==> src/include/rcc_pkg.sv <==
package rcc_pkg;

   // ==========================================================
   // Register map
   // ==========================================================
   localparam logic [7:0] CH1_VOLTAGE_CONFIG_ADDR = 8'h2b;
   localparam logic [7:0] CH1_CONTROL_CONFIG_ADDR = 8'h2c;
   localparam logic [7:0] CH2_VOLTAGE_CONFIG_ADDR = 8'h2d;
   localparam logic [7:0] UNMAPPED_READ_VALUE = 8'h00;

   // ==========================================================
   // Field layout
   // ==========================================================
   localparam int VCODE_MSB = 6;
   localparam int VCODE_LSB = 0;
   localparam int VCODE_W = 7;
   localparam int RESERVED_BIT_POS = 7;
   localparam int TOPOLOGY_POS = 6;
   localparam int DISCHARGE_POS = 3;
   localparam int ENABLE_MSB = 2;
   localparam int ENABLE_LSB = 0;
   localparam int ENABLE_W = 3;
   localparam int SLOT_COUNT = 4;

   // ==========================================================
   // Reset values of the register copies
   // ==========================================================
   localparam logic [6:0] VCODE_RESET = 7'h00;
   localparam logic RESERVED_BIT_RESET = 1'b0;
   localparam logic TOPOLOGY_RESET = 1'b0;
   localparam logic DISCHARGE_RESET = 1'b0;
   localparam logic [2:0] ENABLE_RESET = 3'h4;

   // ==========================================================
   // Enable field decode
   // ==========================================================
   localparam logic [2:0] EN_SLOT0 = 3'h0;
   localparam logic [2:0] EN_SLOT3 = 3'h3;
   localparam logic [2:0] EN_FORCE_OFF_A = 3'h4;
   localparam logic [2:0] EN_FORCE_OFF_B = 3'h5;
   localparam logic [2:0] EN_FORCE_ON_A = 3'h6;
   localparam logic [2:0] EN_FORCE_ON_B = 3'h7;

   // ==========================================================
   // Voltage code mapping, millivolts
   // ==========================================================
   localparam int MV_W = 13;
   localparam logic [12:0] LOW_BASE_MV = 13'h01f4;   // 500 mV at code 0x00
   localparam logic [12:0] LOW_STEP_MV = 13'h0019;   // 25 mV
   localparam logic [12:0] HIGH_BASE_MV = 13'h06a4;  // 1700 mV at code 0x30
   localparam logic [12:0] HIGH_STEP_MV = 13'h0032;  // 50 mV
   localparam logic [6:0] HIGH_SEG_CODE = 7'h30;
   localparam logic [6:0] TOP_VALID_CODE = 7'h7c;
   localparam logic [12:0] RESERVED_CODE_MV = 13'h0000;

endpackage : rcc_pkg

==> src/design/rcc_regs.sv <==
`timescale 1ns/1ps
// Notes on behaviour
// - Channel 1 target voltage code is seven bits, read and write, bits 6..0.
// - Codes below 0x30 map at 25 mV per step from 0.500 V.
// - Codes 0x30 to 0x7c map at 50 mV per step from 1.700 V to 5.500 V.
// - Channel 2 has its own seven-bit code with the same mapping.
// - Control bit 6 picks topology: 0 buck-boost, 1 buck only.
// - Discharge bit 0 means no internal discharge load when channel is off.
// - Discharge bit 1 connects internal resistor to power ground while channel is off.
// - Enable values 0..3 put the channel in sequencer slot 0..3.
// - Enable values 4 and 5 force the channel off.
// - Enable values 6 and 7 force the channel on.
module rcc_regs (
   input wire logic clk_i,
   input wire logic nrst_i,
   // Register port from the serial host interface
   input wire logic [7:0] reg_addr_i,
   input wire logic reg_wr_i,
   input wire logic [7:0] reg_wdata_i,
   input wire logic reg_rd_i,
   output logic [7:0] reg_rdata_o,
   output logic reg_rvalid_o,
   // Factory defaults
   input wire logic [6:0] otp_ch1_code_i,
   input wire logic [6:0] otp_ch2_code_i,
   input wire logic otp_topology_i,
   input wire logic otp_discharge_i,
   input wire logic [2:0] otp_enable_i,
   // Sequencer slot on/off levels
   input wire logic [3:0] seq_slot_on_i,
   // Configuration outputs toward the regulator
   output logic [6:0] ch1_target_voltage_code_o,
   output logic [6:0] ch2_target_voltage_code_o,
   output logic [12:0] ch1_target_mv_o,
   output logic [12:0] ch2_target_mv_o,
   output logic ch1_code_reserved_o,
   output logic ch2_code_reserved_o,
   output logic topology_select_o,
   output logic ch1_discharge_enable_o,
   output logic [2:0] ch1_sequencing_control_o,
   output logic ch1_enabled_o,
   output logic ch1_discharge_connect_o,
   output logic defaults_loaded_o
);

   // ==========================================================
   // Reset synchroniser
   // ==========================================================
   logic rst_meta_reg;
   logic rst_n_reg;

   // Assertion stays asynchronous so outputs go safe without a clock
   // Release is synchronous so no register leaves reset on a split edge
   always_ff @(posedge clk_i or negedge nrst_i) begin
      if (!nrst_i) begin
         rst_meta_reg <= 1'b0;
         rst_n_reg <= 1'b0;
      end else begin
         rst_meta_reg <= 1'b1;
         rst_n_reg <= rst_meta_reg;
      end
   end

   // ==========================================================
   // Factory default load
   // ==========================================================
   logic load_pending_reg;

   // Trade-off: one dead cycle after reset in exchange for no reset-value muxing
   // Defaults are ports, so they cannot feed an async reset; take them on the first clock instead
   always_ff @(posedge clk_i or negedge rst_n_reg) begin
      if (!rst_n_reg) begin
         load_pending_reg <= 1'b1;
      end else begin
         load_pending_reg <= 1'b0;
      end
   end

   // ==========================================================
   // Register storage
   // ==========================================================
   logic [6:0] ch1_code_reg;
   logic [6:0] ch2_code_reg;
   logic reserved_bit_reg;
   logic topology_reg;
   logic discharge_reg;
   logic [2:0] enable_reg;
   logic wr_ch1v;
   logic wr_ch1c;
   logic wr_ch2v;

   // Addresses compare in full; aliases at other offsets would hide software bugs
   // Write decode; writes in the load cycle are lost to the defaults
   assign wr_ch1v = reg_wr_i && (reg_addr_i == rcc_pkg::CH1_VOLTAGE_CONFIG_ADDR);
   assign wr_ch1c = reg_wr_i && (reg_addr_i == rcc_pkg::CH1_CONTROL_CONFIG_ADDR);
   assign wr_ch2v = reg_wr_i && (reg_addr_i == rcc_pkg::CH2_VOLTAGE_CONFIG_ADDR);

   // Channel 1 voltage code; bit 7 has no storage
   always_ff @(posedge clk_i or negedge rst_n_reg) begin
      if (!rst_n_reg) begin
         ch1_code_reg <= rcc_pkg::VCODE_RESET;
      end else if (load_pending_reg) begin
         ch1_code_reg <= otp_ch1_code_i;
      end else if (wr_ch1v) begin
         ch1_code_reg <= reg_wdata_i[rcc_pkg::VCODE_MSB:rcc_pkg::VCODE_LSB];
      end
   end

   // Channel 2 voltage code
   always_ff @(posedge clk_i or negedge rst_n_reg) begin
      if (!rst_n_reg) begin
         ch2_code_reg <= rcc_pkg::VCODE_RESET;
      end else if (load_pending_reg) begin
         ch2_code_reg <= otp_ch2_code_i;
      end else if (wr_ch2v) begin
         ch2_code_reg <= reg_wdata_i[rcc_pkg::VCODE_MSB:rcc_pkg::VCODE_LSB];
      end
   end

   // Channel 1 control fields; bits 5 and 4 are not stored
   always_ff @(posedge clk_i or negedge rst_n_reg) begin
      if (!rst_n_reg) begin
         reserved_bit_reg <= rcc_pkg::RESERVED_BIT_RESET;
         topology_reg <= rcc_pkg::TOPOLOGY_RESET;
         discharge_reg <= rcc_pkg::DISCHARGE_RESET;
         enable_reg <= rcc_pkg::ENABLE_RESET;
      end else if (load_pending_reg) begin
         reserved_bit_reg <= rcc_pkg::RESERVED_BIT_RESET;
         topology_reg <= otp_topology_i;
         discharge_reg <= otp_discharge_i;
         enable_reg <= otp_enable_i;
      end else if (wr_ch1c) begin
         // Reserved bit is kept as written; software should write zero
         reserved_bit_reg <= reg_wdata_i[rcc_pkg::RESERVED_BIT_POS];
         topology_reg <= reg_wdata_i[rcc_pkg::TOPOLOGY_POS];
         discharge_reg <= reg_wdata_i[rcc_pkg::DISCHARGE_POS];
         enable_reg <= reg_wdata_i[rcc_pkg::ENABLE_MSB:rcc_pkg::ENABLE_LSB];
      end
   end

   // ==========================================================
   // Read path
   // ==========================================================
   logic [7:0] rdata_next;

   // Unused positions assemble as zero
   always_comb begin
      unique case (reg_addr_i)
         rcc_pkg::CH1_VOLTAGE_CONFIG_ADDR: rdata_next = {1'b0, ch1_code_reg};
         rcc_pkg::CH2_VOLTAGE_CONFIG_ADDR: rdata_next = {1'b0, ch2_code_reg};
         rcc_pkg::CH1_CONTROL_CONFIG_ADDR: begin
            rdata_next = {reserved_bit_reg, topology_reg, 2'b00, discharge_reg, enable_reg};
         end
         default: rdata_next = rcc_pkg::UNMAPPED_READ_VALUE;
      endcase
   end

   // Read and write in one cycle return the old value, since storage
   // updates on the same edge that registers the read data
   // Read data is registered; one cycle after the strobe
   always_ff @(posedge clk_i or negedge rst_n_reg) begin
      if (!rst_n_reg) begin
         reg_rdata_o <= 8'h00;
         reg_rvalid_o <= 1'b0;
      end else begin
         reg_rvalid_o <= reg_rd_i;
         if (reg_rd_i) begin
            reg_rdata_o <= rdata_next;
         end
      end
   end

   // ==========================================================
   // Voltage code mapping
   // ==========================================================
   // Limitation: the millivolt value only models the analog target
   // Reserved codes give zero so a downstream compare cannot mistake them
   // Products are cut to 13 bits on purpose; the top code needs 5500 mV
   function automatic logic [12:0] code_to_mv(input logic [6:0] code);
      logic [12:0] c;
      c = {6'h00, code};
      if (code > rcc_pkg::TOP_VALID_CODE) begin
         code_to_mv = rcc_pkg::RESERVED_CODE_MV;
      end else if (code < rcc_pkg::HIGH_SEG_CODE) begin
         code_to_mv = rcc_pkg::LOW_BASE_MV + 13'(c * rcc_pkg::LOW_STEP_MV);
      end else begin
         code_to_mv = rcc_pkg::HIGH_BASE_MV
            + 13'((c - {6'h00, rcc_pkg::HIGH_SEG_CODE}) * rcc_pkg::HIGH_STEP_MV);
      end
   endfunction : code_to_mv

   // ==========================================================
   // Channel enable and discharge
   // ==========================================================
   logic ch1_on_next;

   // Slot levels are taken as synchronous; a sequencer in another domain
   // must resynchronise them before this port
   // Forced codes override the sequencer; slot codes follow their slot level
   always_comb begin
      unique case (enable_reg)
         rcc_pkg::EN_FORCE_OFF_A, rcc_pkg::EN_FORCE_OFF_B: ch1_on_next = 1'b0;
         rcc_pkg::EN_FORCE_ON_A, rcc_pkg::EN_FORCE_ON_B: ch1_on_next = 1'b1;
         default: ch1_on_next = seq_slot_on_i[enable_reg[1:0]];
      endcase
   end

   // All configuration outputs are flopped for a clean analog interface
   always_ff @(posedge clk_i or negedge rst_n_reg) begin
      if (!rst_n_reg) begin
         ch1_target_voltage_code_o <= rcc_pkg::VCODE_RESET;
         ch2_target_voltage_code_o <= rcc_pkg::VCODE_RESET;
         ch1_target_mv_o <= rcc_pkg::LOW_BASE_MV;
         ch2_target_mv_o <= rcc_pkg::LOW_BASE_MV;
         ch1_code_reserved_o <= 1'b0;
         ch2_code_reserved_o <= 1'b0;
         topology_select_o <= rcc_pkg::TOPOLOGY_RESET;
         ch1_discharge_enable_o <= rcc_pkg::DISCHARGE_RESET;
         ch1_sequencing_control_o <= rcc_pkg::ENABLE_RESET;
         ch1_enabled_o <= 1'b0;
         ch1_discharge_connect_o <= 1'b0;
         defaults_loaded_o <= 1'b0;
      end else begin
         ch1_target_voltage_code_o <= ch1_code_reg;
         ch2_target_voltage_code_o <= ch2_code_reg;
         ch1_target_mv_o <= code_to_mv(ch1_code_reg);
         ch2_target_mv_o <= code_to_mv(ch2_code_reg);
         // Flags misuse only; the device still stores the code
         ch1_code_reserved_o <= (ch1_code_reg > rcc_pkg::TOP_VALID_CODE);
         ch2_code_reserved_o <= (ch2_code_reg > rcc_pkg::TOP_VALID_CODE);
         topology_select_o <= topology_reg;
         ch1_discharge_enable_o <= discharge_reg;
         ch1_sequencing_control_o <= enable_reg;
         ch1_enabled_o <= ch1_on_next;
         // Resistor only while off and enabled; never while the channel drives
         ch1_discharge_connect_o <= discharge_reg && !ch1_on_next;
         defaults_loaded_o <= !load_pending_reg;
      end
   end

endmodule : rcc_regs

==> config.mk <==
export PLATFORM = sky130hd
export DESIGN_NAME = rcc_regs
export DESIGN_NICKNAME = d
export VERILOG_FILES = /design/src/include/rcc_pkg.sv /design/src/design/rcc_regs.sv
export SDC_FILE = /design/constraint.sdc
export NUM_CORES = 1
export LEC_CHECK = 0
export ABC_CLOCK_PERIOD_IN_PS = 6800
export BUFFER_PORTS_ARGS = -buffer_cell sky130_fd_sc_hd__buf_4
export CORE_UTILIZATION = 60
export DETAILED_ROUTE_END_ITERATION = 12
export HOLD_SLACK_MARGIN = 0.03
export PLACE_DENSITY_LB_ADDON = 0.08
export SYNTH_ARGS = -nofsm -noshare
export SYNTH_HDL_FRONTEND = slang
export SYNTH_SLANG_ARGS = --single-unit
==> constraint.sdc <==
create_clock -name clk_i -period 6.8 [get_ports clk_i]
set_clock_uncertainty 0.1 [all_clocks]
set_input_delay 0.68 -clock clk_i [delete_from_list [all_inputs] [get_ports clk_i]]
set_output_delay 0.68 -clock clk_i [all_outputs]
set_load 0.01 [all_outputs]
==> results.yml, run 1 <==
setup_path:
  path_delay_family: "adder cells"
  worstSetupEndpointType: "flop"
  path_cells: "ha_1 > inv_1 > ha_1 > inv_1 > ha_1 > ha_1 > inv_1 > fa_1 > inv_1 > ha_1 > o21ai_0 > inv_1 > a211oi_1 > o22ai_2 > xnor2_1 > a221oi_2"
  crit_slowest_cell: "dfrtp_1"
  path_class: "flop to flop"
  path_max_fanout: 10
  timing.critical_path.required_ns: 6.99
  cp_slowest_stage_delay_ns: 0.64
  crit_arrival_ns: 4.58
  crit_buf_inv: 5
  worst_setup_path_start_kind: "flop"
logic_synthesis:
  ys_seq_elements: 82
  yosysUniqueCellTypes: 51
  synth_top_area_frac: 0.267
  synth_edf_count: 0
  syn_inst: 638
  seq_area_frac_synth: 0.330
  synth_area_leaders: "dfrtp_1 27%, ha_1 22%, fa_1 6.4%"
  yosys.area.top_type: "dfrtp_1"
  yosysWarnings: 0
  syn_area_sq_um: 6270
  synth_ff_type: "dfrtp_1"
  synth.avg_cell_area_sq_um: 9.83
  synth-async-reset-ratio: 1.00
  syn-num-nets: 810
drt:
  via_per_inst: 5.42
  dr_total_vias: 4764
  drt_iter0_markers: 178
  drt.antenna.violating_nets: 0
  drt_wl_total_um: 14100
  drtPass1Iterations: 5
  drc: 0
  routedWlPerCell_um: 16.0
global_route:
  grtUsageMet1: 0.352
  grt_pass1_vias: 4839
  grt-ovfl-total: 0
  grt_use_met3: 0.0664
  grt_use_total: 0.274
  top_usage_layer: "met2"
  grtUsageMet2: 0.444
  antenna_found_initial: 0
  grt_max_degree: 81
  grt_pass1_wl_um: 23200
sta:
  rsz0062_at_grt: "no"
  slew_viol_final: 0
  min_period_ns: 4.39
  fin_crit_sh: 0.646
  hold_violations: 0
  finalSetupTns_ns: 0
  relSlewSlack: 0.324
  worstMarginPinSlew_ns: 1.01
  timing.fmax_ghz: 0.228
  setup_viol: 0
clock_network:
  path_clk_slew_ns: 0.09
  cts_tree: "done"
  cts-root-buf: "clkbuf_8"
  cts_inserted_buffers: 9
  cts_max_level: 3
  cts_buffer_depth: 2
  clock-sinks: 82
  clock_latency_ns: 0.37
floorplanning:
  io_pins: 102
  start_util: 0.630
  die_w_um: 104
  core_sq_um: 9950
  die_area_sq_um: 10900
  num_rows: 36
  fp.dieH_um: 104
layout:
  n_antenna_cell: 0
  layout.nets: 913
  final_common_cell: "ha_1"
  drive_gt1_frac: 0.206
  register_area_sq_um: 2070
  multiInputGateArea_sq_um: 3750
  layout_common_cells: "109 x ha_1, 106 x inv_1, 103 x buf_4"
  area_delta_synth_final_pct: 17.2
  num-fill-cells: 705
  largestRegisters: "ch1_target_mv_o x13, ch2_target_mv_o x13, reg_rdata_o x8"
  final_area_sq_um: 7350
power_and_ir_drop:
  power_density_nw_per_um2: 357
  power.total_mw: 2.62
  p_leak_nw: 3.78
  ir_worst_vdd_v: 0.000328
hold_path:
  hold_class: "flop to flop"
placed_design:
  place_area_sq_um: 7160
  post-dp-hpwl_um: 10800
  gp_congestion: 0.859
  place.port_buffers: 101
job:
  max_cap_violations: 0
run_status:
  outcome: "finished clean"
-- synthesized netlist by cell type, types with 5 or more instances --
cell type,n
a222oi_1,5
dfstp_2,15
nor2b_1,7
a22oi_1,6
nand3_1,6
nand2b_1,5
o22ai_1,7
xor2_1,10
mux2i_1,21
xnor2_1,22
ha_1,109
a21oi_1,27
dfrtp_1,67
nor2_1,28
o21ai_0,42
clkbuf_1,8
nand2_1,49
a211oi_1,8
inv_1,106
fa_1,20
nor3_1,12
-- layout make-up --
cell class	instances	share of cell area
multi-input cells	438	0.510
flip-flops and latches	82	0.282
repair buffers	104	0.107
inverters	106	0.0541
well taps	133	0.0226
clock buffers	10	0.0174
clock inverters	6	0.00698
-- report_power, final --
part           internal [mW]  leakage (nW)  switching (mW)  total, mW
registers              0.601         0.987          0.0631      0.664
logic                  0.774          2.71           0.855       1.63
clock network          0.137        0.0810           0.195      0.332
-- metrics by stage --
step	instances	hold WS (ns)	util	setup WS, ns
after global placement	862	0.243	0.719	2.58
after detailed placement	862	0.259	0.719	2.46
after global routing	879	0.285	0.738	2.16
after floorplan	638	0.231	-	2.73
final	879	0.278	0.738	2.41
after CTS	879	0.285	0.738	2.40
-- path summary, 6_finish.rpt --
kind | from | endpoint | slack (ns) | depth (start not counted)
setup / recovery | ch2_code_reg[5] | ch2_target_mv_o[12] | 2.41 | 16
hold reg to reg | rst_meta_reg | rst_n_reg | 0.28 | 0
min in group asynchronous | rst_n_reg | ch2_target_mv_o[11] | 0.41 | 0
max in group asynchronous | rst_n_reg | ch2_target_voltage_code_o[3] | 5.55 | 0
hold / removal | rst_meta_reg | rst_n_reg | 0.28 | 0
setup reg to reg | ch2_code_reg[5] | ch2_target_mv_o[12] | 2.41 | 16
-- repair_timing --
item | 4_1_cts | 5_1_grt
endpoints found under the hold margin | 2 | 0
gates resized for setup | 0 | 0
setup buffers | 0 | 0
hold buffers | 1 | 0
endpoints found under the setup margin | 0 | 0
-- cells by family (layout without fill, tap and decap cells) --
kind of cell	count (synthesis)	after routing	share of synthesized area
AOI/OAI and AO/OA	130	130	0.139
xor gates and xnor gates	34	34	0.0509
adders and majority gates	129	129	0.281
buffers and inverters	118	226	0.0722
DFF	82	82	0.330
muxes	23	23	0.0371
other	2	2	0.00120
and+or+nand+nor	120	120	0.0880
-- worst reg2reg max path: stages (launching register included) --
cell and delay (ns):
dfrtp_1 0.64, ha_1 0.29, inv_1 0.06, ha_1 0.32
inv_1 0.09, ha_1 0.30, ha_1 0.28, inv_1 0.05
fa_1 0.50, inv_1 0.04, ha_1 0.34, o21ai_0 0.09
inv_1 0.07, a211oi_1 0.50, o22ai_2 0.17, xnor2_1 0.18
a221oi_2 0.28
-- layer usage --
layer	up-vias	wire [um]
met3	28	784
li1	2360	-
met2	136	6680
met4	0	306
met1	2240	6300
met5	-	0
Power figures use the tool's default switching activity.
==> inputs of run 2 (changes only) <==
- ABC_CLOCK_PERIOD_IN_PS: 6800 -> 4370
- CORE_UTILIZATION: 60 -> 58
- clock period: 6.8 -> 4.37 ns (I/O delays scaled with it)
==> results.yml, run 2 (synthesis gave the netlist of run 1 again) <==
run_status:
  outcome: "finished clean"
sta:
  setup_viol: 0
  fin_crit_sh: 0.941
  timing.fmax_ghz: 0.243
  setup_slack_ns: 0.256
  finalSetupTns_ns: 0
  relSlewSlack: 0.316
  hold_violations: 0
  rsz0062_at_grt: "no"
  min_period_ns: 4.11
  slew_viol_final: 0
  worstMarginPinSlew_ns: 1.03
global_route:
  grt-ovfl-total: 0
  grt_max_degree: 81
  grt_pass1_vias: 4964
  grt_use_total: 0.263
  grt_pass1_wl_um: 23100
  antenna_found_initial: 0
drt:
  dr_total_vias: 4927
  via_per_inst: 5.52
  routedWlPerCell_um: 15.9
  drt.antenna.violating_nets: 0
  drtPass1Iterations: 7
  drt_wl_total_um: 14200
  drc: 0
  drt_iter0_markers: 225
clock_network:
  cts-root-buf: "clkbuf_8"
  cts_tree: "done"
  cts_inserted_buffers: 9
  path_clk_slew_ns: 0.10
  cts_max_level: 3
  clock_latency_ns: 0.37
  cts_buffer_depth: 2
  cts_setup_buffers: 0
  clock-sinks: 82
hold_path:
  hold_class: "input port to flop"
placed_design:
  dp_slack_ns: 0.144
  post-dp-hpwl_um: 11000
  place.port_buffers: 101
  gp_congestion: 0.874
layout:
  layout_common_cells: "114 x buf_4, 108 x ha_1, 105 x inv_1"
  largestRegisters: "ch1_target_mv_o x13, ch2_target_mv_o x13, reg_rdata_o x8"
  register_area_sq_um: 2080
  drive_gt1_frac: 0.225
  n_antenna_cell: 0
  layout.nets: 924
  multiInputGateArea_sq_um: 3760
  final_common_cell: "buf_4"
  num-fill-cells: 800
  area_delta_synth_final_pct: 19.7
setup_path:
  crit_arrival_ns: 4.29
  worstSetupEndpointType: "flop"
  worst_setup_path_start_kind: "flop"
  path_class: "flop to flop"
  path_max_fanout: 6
  timing.critical_path.required_ns: 4.55
power_and_ir_drop:
  power_density_nw_per_um2: 562
  p_leak_nw: 3.87
  ir_worst_vdd_v: 0.000414
floorplanning:
  core_sq_um: 10400
  io_pins: 102
  die_area_sq_um: 11200
  fp.dieH_um: 106
  die_w_um: 106
  num_rows: 37
  start_util: 0.602
job:
  max_cap_violations: 0
[run 2: worst max-delay path, cell delays in order, from the launching register on]
cell and delay (ns):
dfrtp_2 0.45, ha_1 0.23, inv_1 0.09, ha_4 0.21, inv_2 0.07, ha_1 0.16, inv_1 0.05, fa_1 0.46
fa_1 0.51, inv_1 0.05, ha_1 0.30, inv_1 0.08, or3_2 0.48, mux2i_2 0.20, o22ai_2 0.12, xnor3_1 0.22
a221oi_2 0.26
[run 2: area by class of cell]
| type | instances | area share |
|---|---|---|
| inverter | 106 | 0.0530 |
| clock inverter | 6 | 0.0125 |
| timing repair buffer | 115 | 0.115 |
| multi-input combinational | 438 | 0.502 |
| tap | 136 | 0.0227 |
| clock buffer | 10 | 0.0183 |
| sequential | 82 | 0.277 |
[run 2: repair_timing]
action,CTS,global route
setup endpoints to repair,0,2
gates resized for setup,0,4
hold endpoints to repair,2,0
hold buffers,1,0
[run 2: metal layers]
layer | share of wire | up-vias | global-route usage
li1 | - | 2371 | -
met1 | 0.42 | 2403 | 0.328
met2 | 0.51 | 133 | 0.461
met3 | 0.044 | 20 | 0.0460
met4 | 0.020 | 0 | 0.0863
met5 | 0 | - | 0
[run 2: stage by stage]
step | cell area [sq um] | hold WS, ns | power (mW) | util | cells
finish | 7500 | 0.156 | 4.22 | 0.720 | 893
global route | 7500 | 0.147 | 4.58 | 0.720 | 893
CTS | 7490 | 0.147 | 4.22 | 0.719 | 893
detailed placement | 7250 | 0.121 | 3.56 | 0.696 | 876
global placement | 7250 | 0.119 | 3.48 | 0.696 | 876
floorplan | 6270 | 0.0414 | 2.94 | - | 638
[run 2: report_power, final]
part	switching, mW	internal [mW]
registers	0.0778	0.936
logic	1.33	1.22
clock network	0.306	0.344
total	1.72	2.50
[run 2: worst paths after layout]
check,to,cells past startpoint,slack (ns),from
min in group asynchronous,rst_n_reg,2,0.28,nrst_i
max in group asynchronous,ch1_code_reg[4],0,3.03,rst_n_reg
min reg2reg,rst_n_reg,0,0.26,rst_meta_reg
min,reg_rvalid_o,1,0.16,reg_rd_i
max,ch1_target_mv_o[12],16,0.26,ch1_code_reg[4]
max reg2reg,ch1_target_mv_o[12],16,0.26,ch1_code_reg[4]
==> inputs of run 3 (changes only) <==
- BUFFER_PORTS_ARGS: -buffer_cell sky130_fd_sc_hd__buf_4 -> -buffer_cell sky130_fd_sc_hd__buf_2
==> results.yml, run 3 (synthesis gave the netlist of run 1 again) <==
layout:
  layout_common_cells: "108 x ha_1, 105 x inv_1, 101 x buf_2"
  drive_gt1_frac: 0.227
  final_common_cell: "ha_1"
  num-fill-cells: 851
  layout.nets: 925
  n_antenna_cell: 0
  fin_cells: 894
  largestRegisters: "ch1_target_mv_o x13, ch2_target_mv_o x13, reg_rdata_o x8"
  area_delta_synth_final_pct: 15.1
floorplanning:
  core_sq_um: 10400
  start_util: 0.602
  fp.dieH_um: 106
  die_area_sq_um: 11200
  num_rows: 37
  io_pins: 102
  die_w_um: 106
hold_path:
  whs_path_depth: 3
  hold_class: "input port to flop"
placed_design:
  post-dp-hpwl_um: 11100
  gp_congestion: 0.864
  dp_cells: 876
  place.port_buffers: 101
clock_network:
  cts-root-buf: "clkbuf_8"
  clock-sinks: 82
  cts_inserted_buffers: 9
  cts_buffer_depth: 2
  path_clk_slew_ns: 0.09
  cts_max_level: 3
  cts_tree: "done"
  clock_latency_ns: 0.36
setup_path:
  path_max_fanout: 9
  timing.critical_path.required_ns: 4.55
  crit_arrival_ns: 4.25
  path_class: "flop to flop"
  worst_setup_path_start_kind: "flop"
  r2r_cells: 15
  worstSetupEndpointType: "flop"
global_route:
  antenna_found_initial: 0
  grt_pass1_vias: 4952
  grt_use_total: 0.266
  grt_max_degree: 81
  grt_pass1_wl_um: 23400
  grt-ovfl-total: 0
power_and_ir_drop:
  p_leak_nw: 3.79
  p_int_mw: 2.31
  ir_worst_vdd_v: 0.000366
  power_density_nw_per_um2: 561
  combinationalPowerShare: 0.621
  switching_share: 0.428
  pwr-share-seq: 0.248
  clockPowerShare: 0.131
  netSwitchingPower_mw: 1.73
job:
  max_cap_violations: 0
sta:
  min_period_ns: 4.07
  setup_viol: 0
  relSlewSlack: 0.326
  hold_violations: 0
  finalSetupTns_ns: 0
  fin_crit_sh: 0.932
  timing.fmax_ghz: 0.246
  worstMarginPinSlew_ns: 1.01
  slew_viol_final: 0
drt:
  drtPass1Iterations: 4
  routedWlPerCell_um: 15.9
  drt_iter0_markers: 231
  drt.antenna.violating_nets: 0
  drt_wl_total_um: 14300
  dr_total_vias: 4913
  via_per_inst: 5.50
  drc: 0
run_status:
  outcome: "finished clean"
-- run 3: cell count changes in the layout (fill, tap and decap cells not counted), sizes merged --
cell / previous run / this run
buf: 114 / 115
bufinv: 2 / 0
clkbuf: 10 / 9
clkinv: 0 / 3
clkinvlp: 1 / 0
inv: 109 / 110
-- run 3: layout make-up --
type	instances	area, sq um	area share
multi-input cells	438	3770	0.522
flip-flops and latches	82	2080	0.288
repair buffers	116	621	0.0860
inverters	106	398	0.0551
well taps	136	170	0.0236
clock buffers	9	124	0.0172
clock inverters	7	60.1	0.00832
-- run 3: path summary, 6_finish.rpt --
kind | start | endpoint | slack (ns)
max | ch1_code_reg[5] | ch1_target_mv_o[12] | 0.30
min | otp_ch1_code_i[0] | ch1_code_reg[0] | 0.18
max reg2reg | ch1_code_reg[5] | ch1_target_mv_o[12] | 0.30
min reg2reg | rst_meta_reg | rst_n_reg | 0.27
max in group asynchronous | rst_n_reg | ch1_code_reg[4] | 3.06
min in group asynchronous | nrst_i | rst_n_reg | 0.29
-- run 3: power by group through the flow --
stage | clock network [mW] | logic (mW) | registers [mW]
after CTS | 0.549 | 2.49 | 1.01
after detailed placement | 0 | 2.46 | 1.02
final | 0.530 | 2.51 | 1.00
after floorplan | 0 | 1.85 | 1.08
after global placement | 0 | 2.39 | 1.02
after global routing | 0.577 | 2.84 | 1.02
-- run 3: per-layer routing --
metal,track usage,part of all wire,vias up
li1,-,-,2383
met3,0.0411,0.039,21
met5,0,0,-
met4,0.0655,0.015,0
met2,0.475,0.52,119
met1,0.336,0.43,2390
-- run 3: metrics by stage --
| step | total power [mW] | setup slack (ns) | hold WS (ns) | utilization | cell area (sq um) |
|---|---|---|---|---|---|
| after CTS | 4.05 | 0.146 | 0.177 | 0.690 | 7190 |
| final | 4.05 | 0.298 | 0.181 | 0.693 | 7220 |
| after floorplan | 2.94 | 0.300 | 0.0414 | - | 6270 |
| after global routing | 4.44 | -0.0100 | 0.180 | 0.693 | 7220 |
| after global placement | 3.41 | 0.283 | 0.120 | 0.671 | 6990 |
| after detailed placement | 3.48 | 0.185 | 0.123 | 0.671 | 6990 |
-- run 3: worst max-delay path, cell delays in order (launching register included) --
cell	delay (ns)
dfrtp_1	0.36
buf_4	0.18
inv_1	0.09
ha_1	0.34
ha_1	0.21
inv_1	0.06
fa_1	0.43
fa_1	0.51
inv_1	0.04
ha_1	0.30
inv_1	0.08
or3_2	0.49
mux2i_2	0.20
o22ai_2	0.12
xnor3_1	0.23
a221oi_2	0.25
-- run 3: repair_timing --
item	4_1_cts	5_1_grt
setup buffers	0	1
endpoints found under the hold margin	2	0
hold buffers	1	0
gates resized for setup	0	5
setup endpoints to repair	0	4
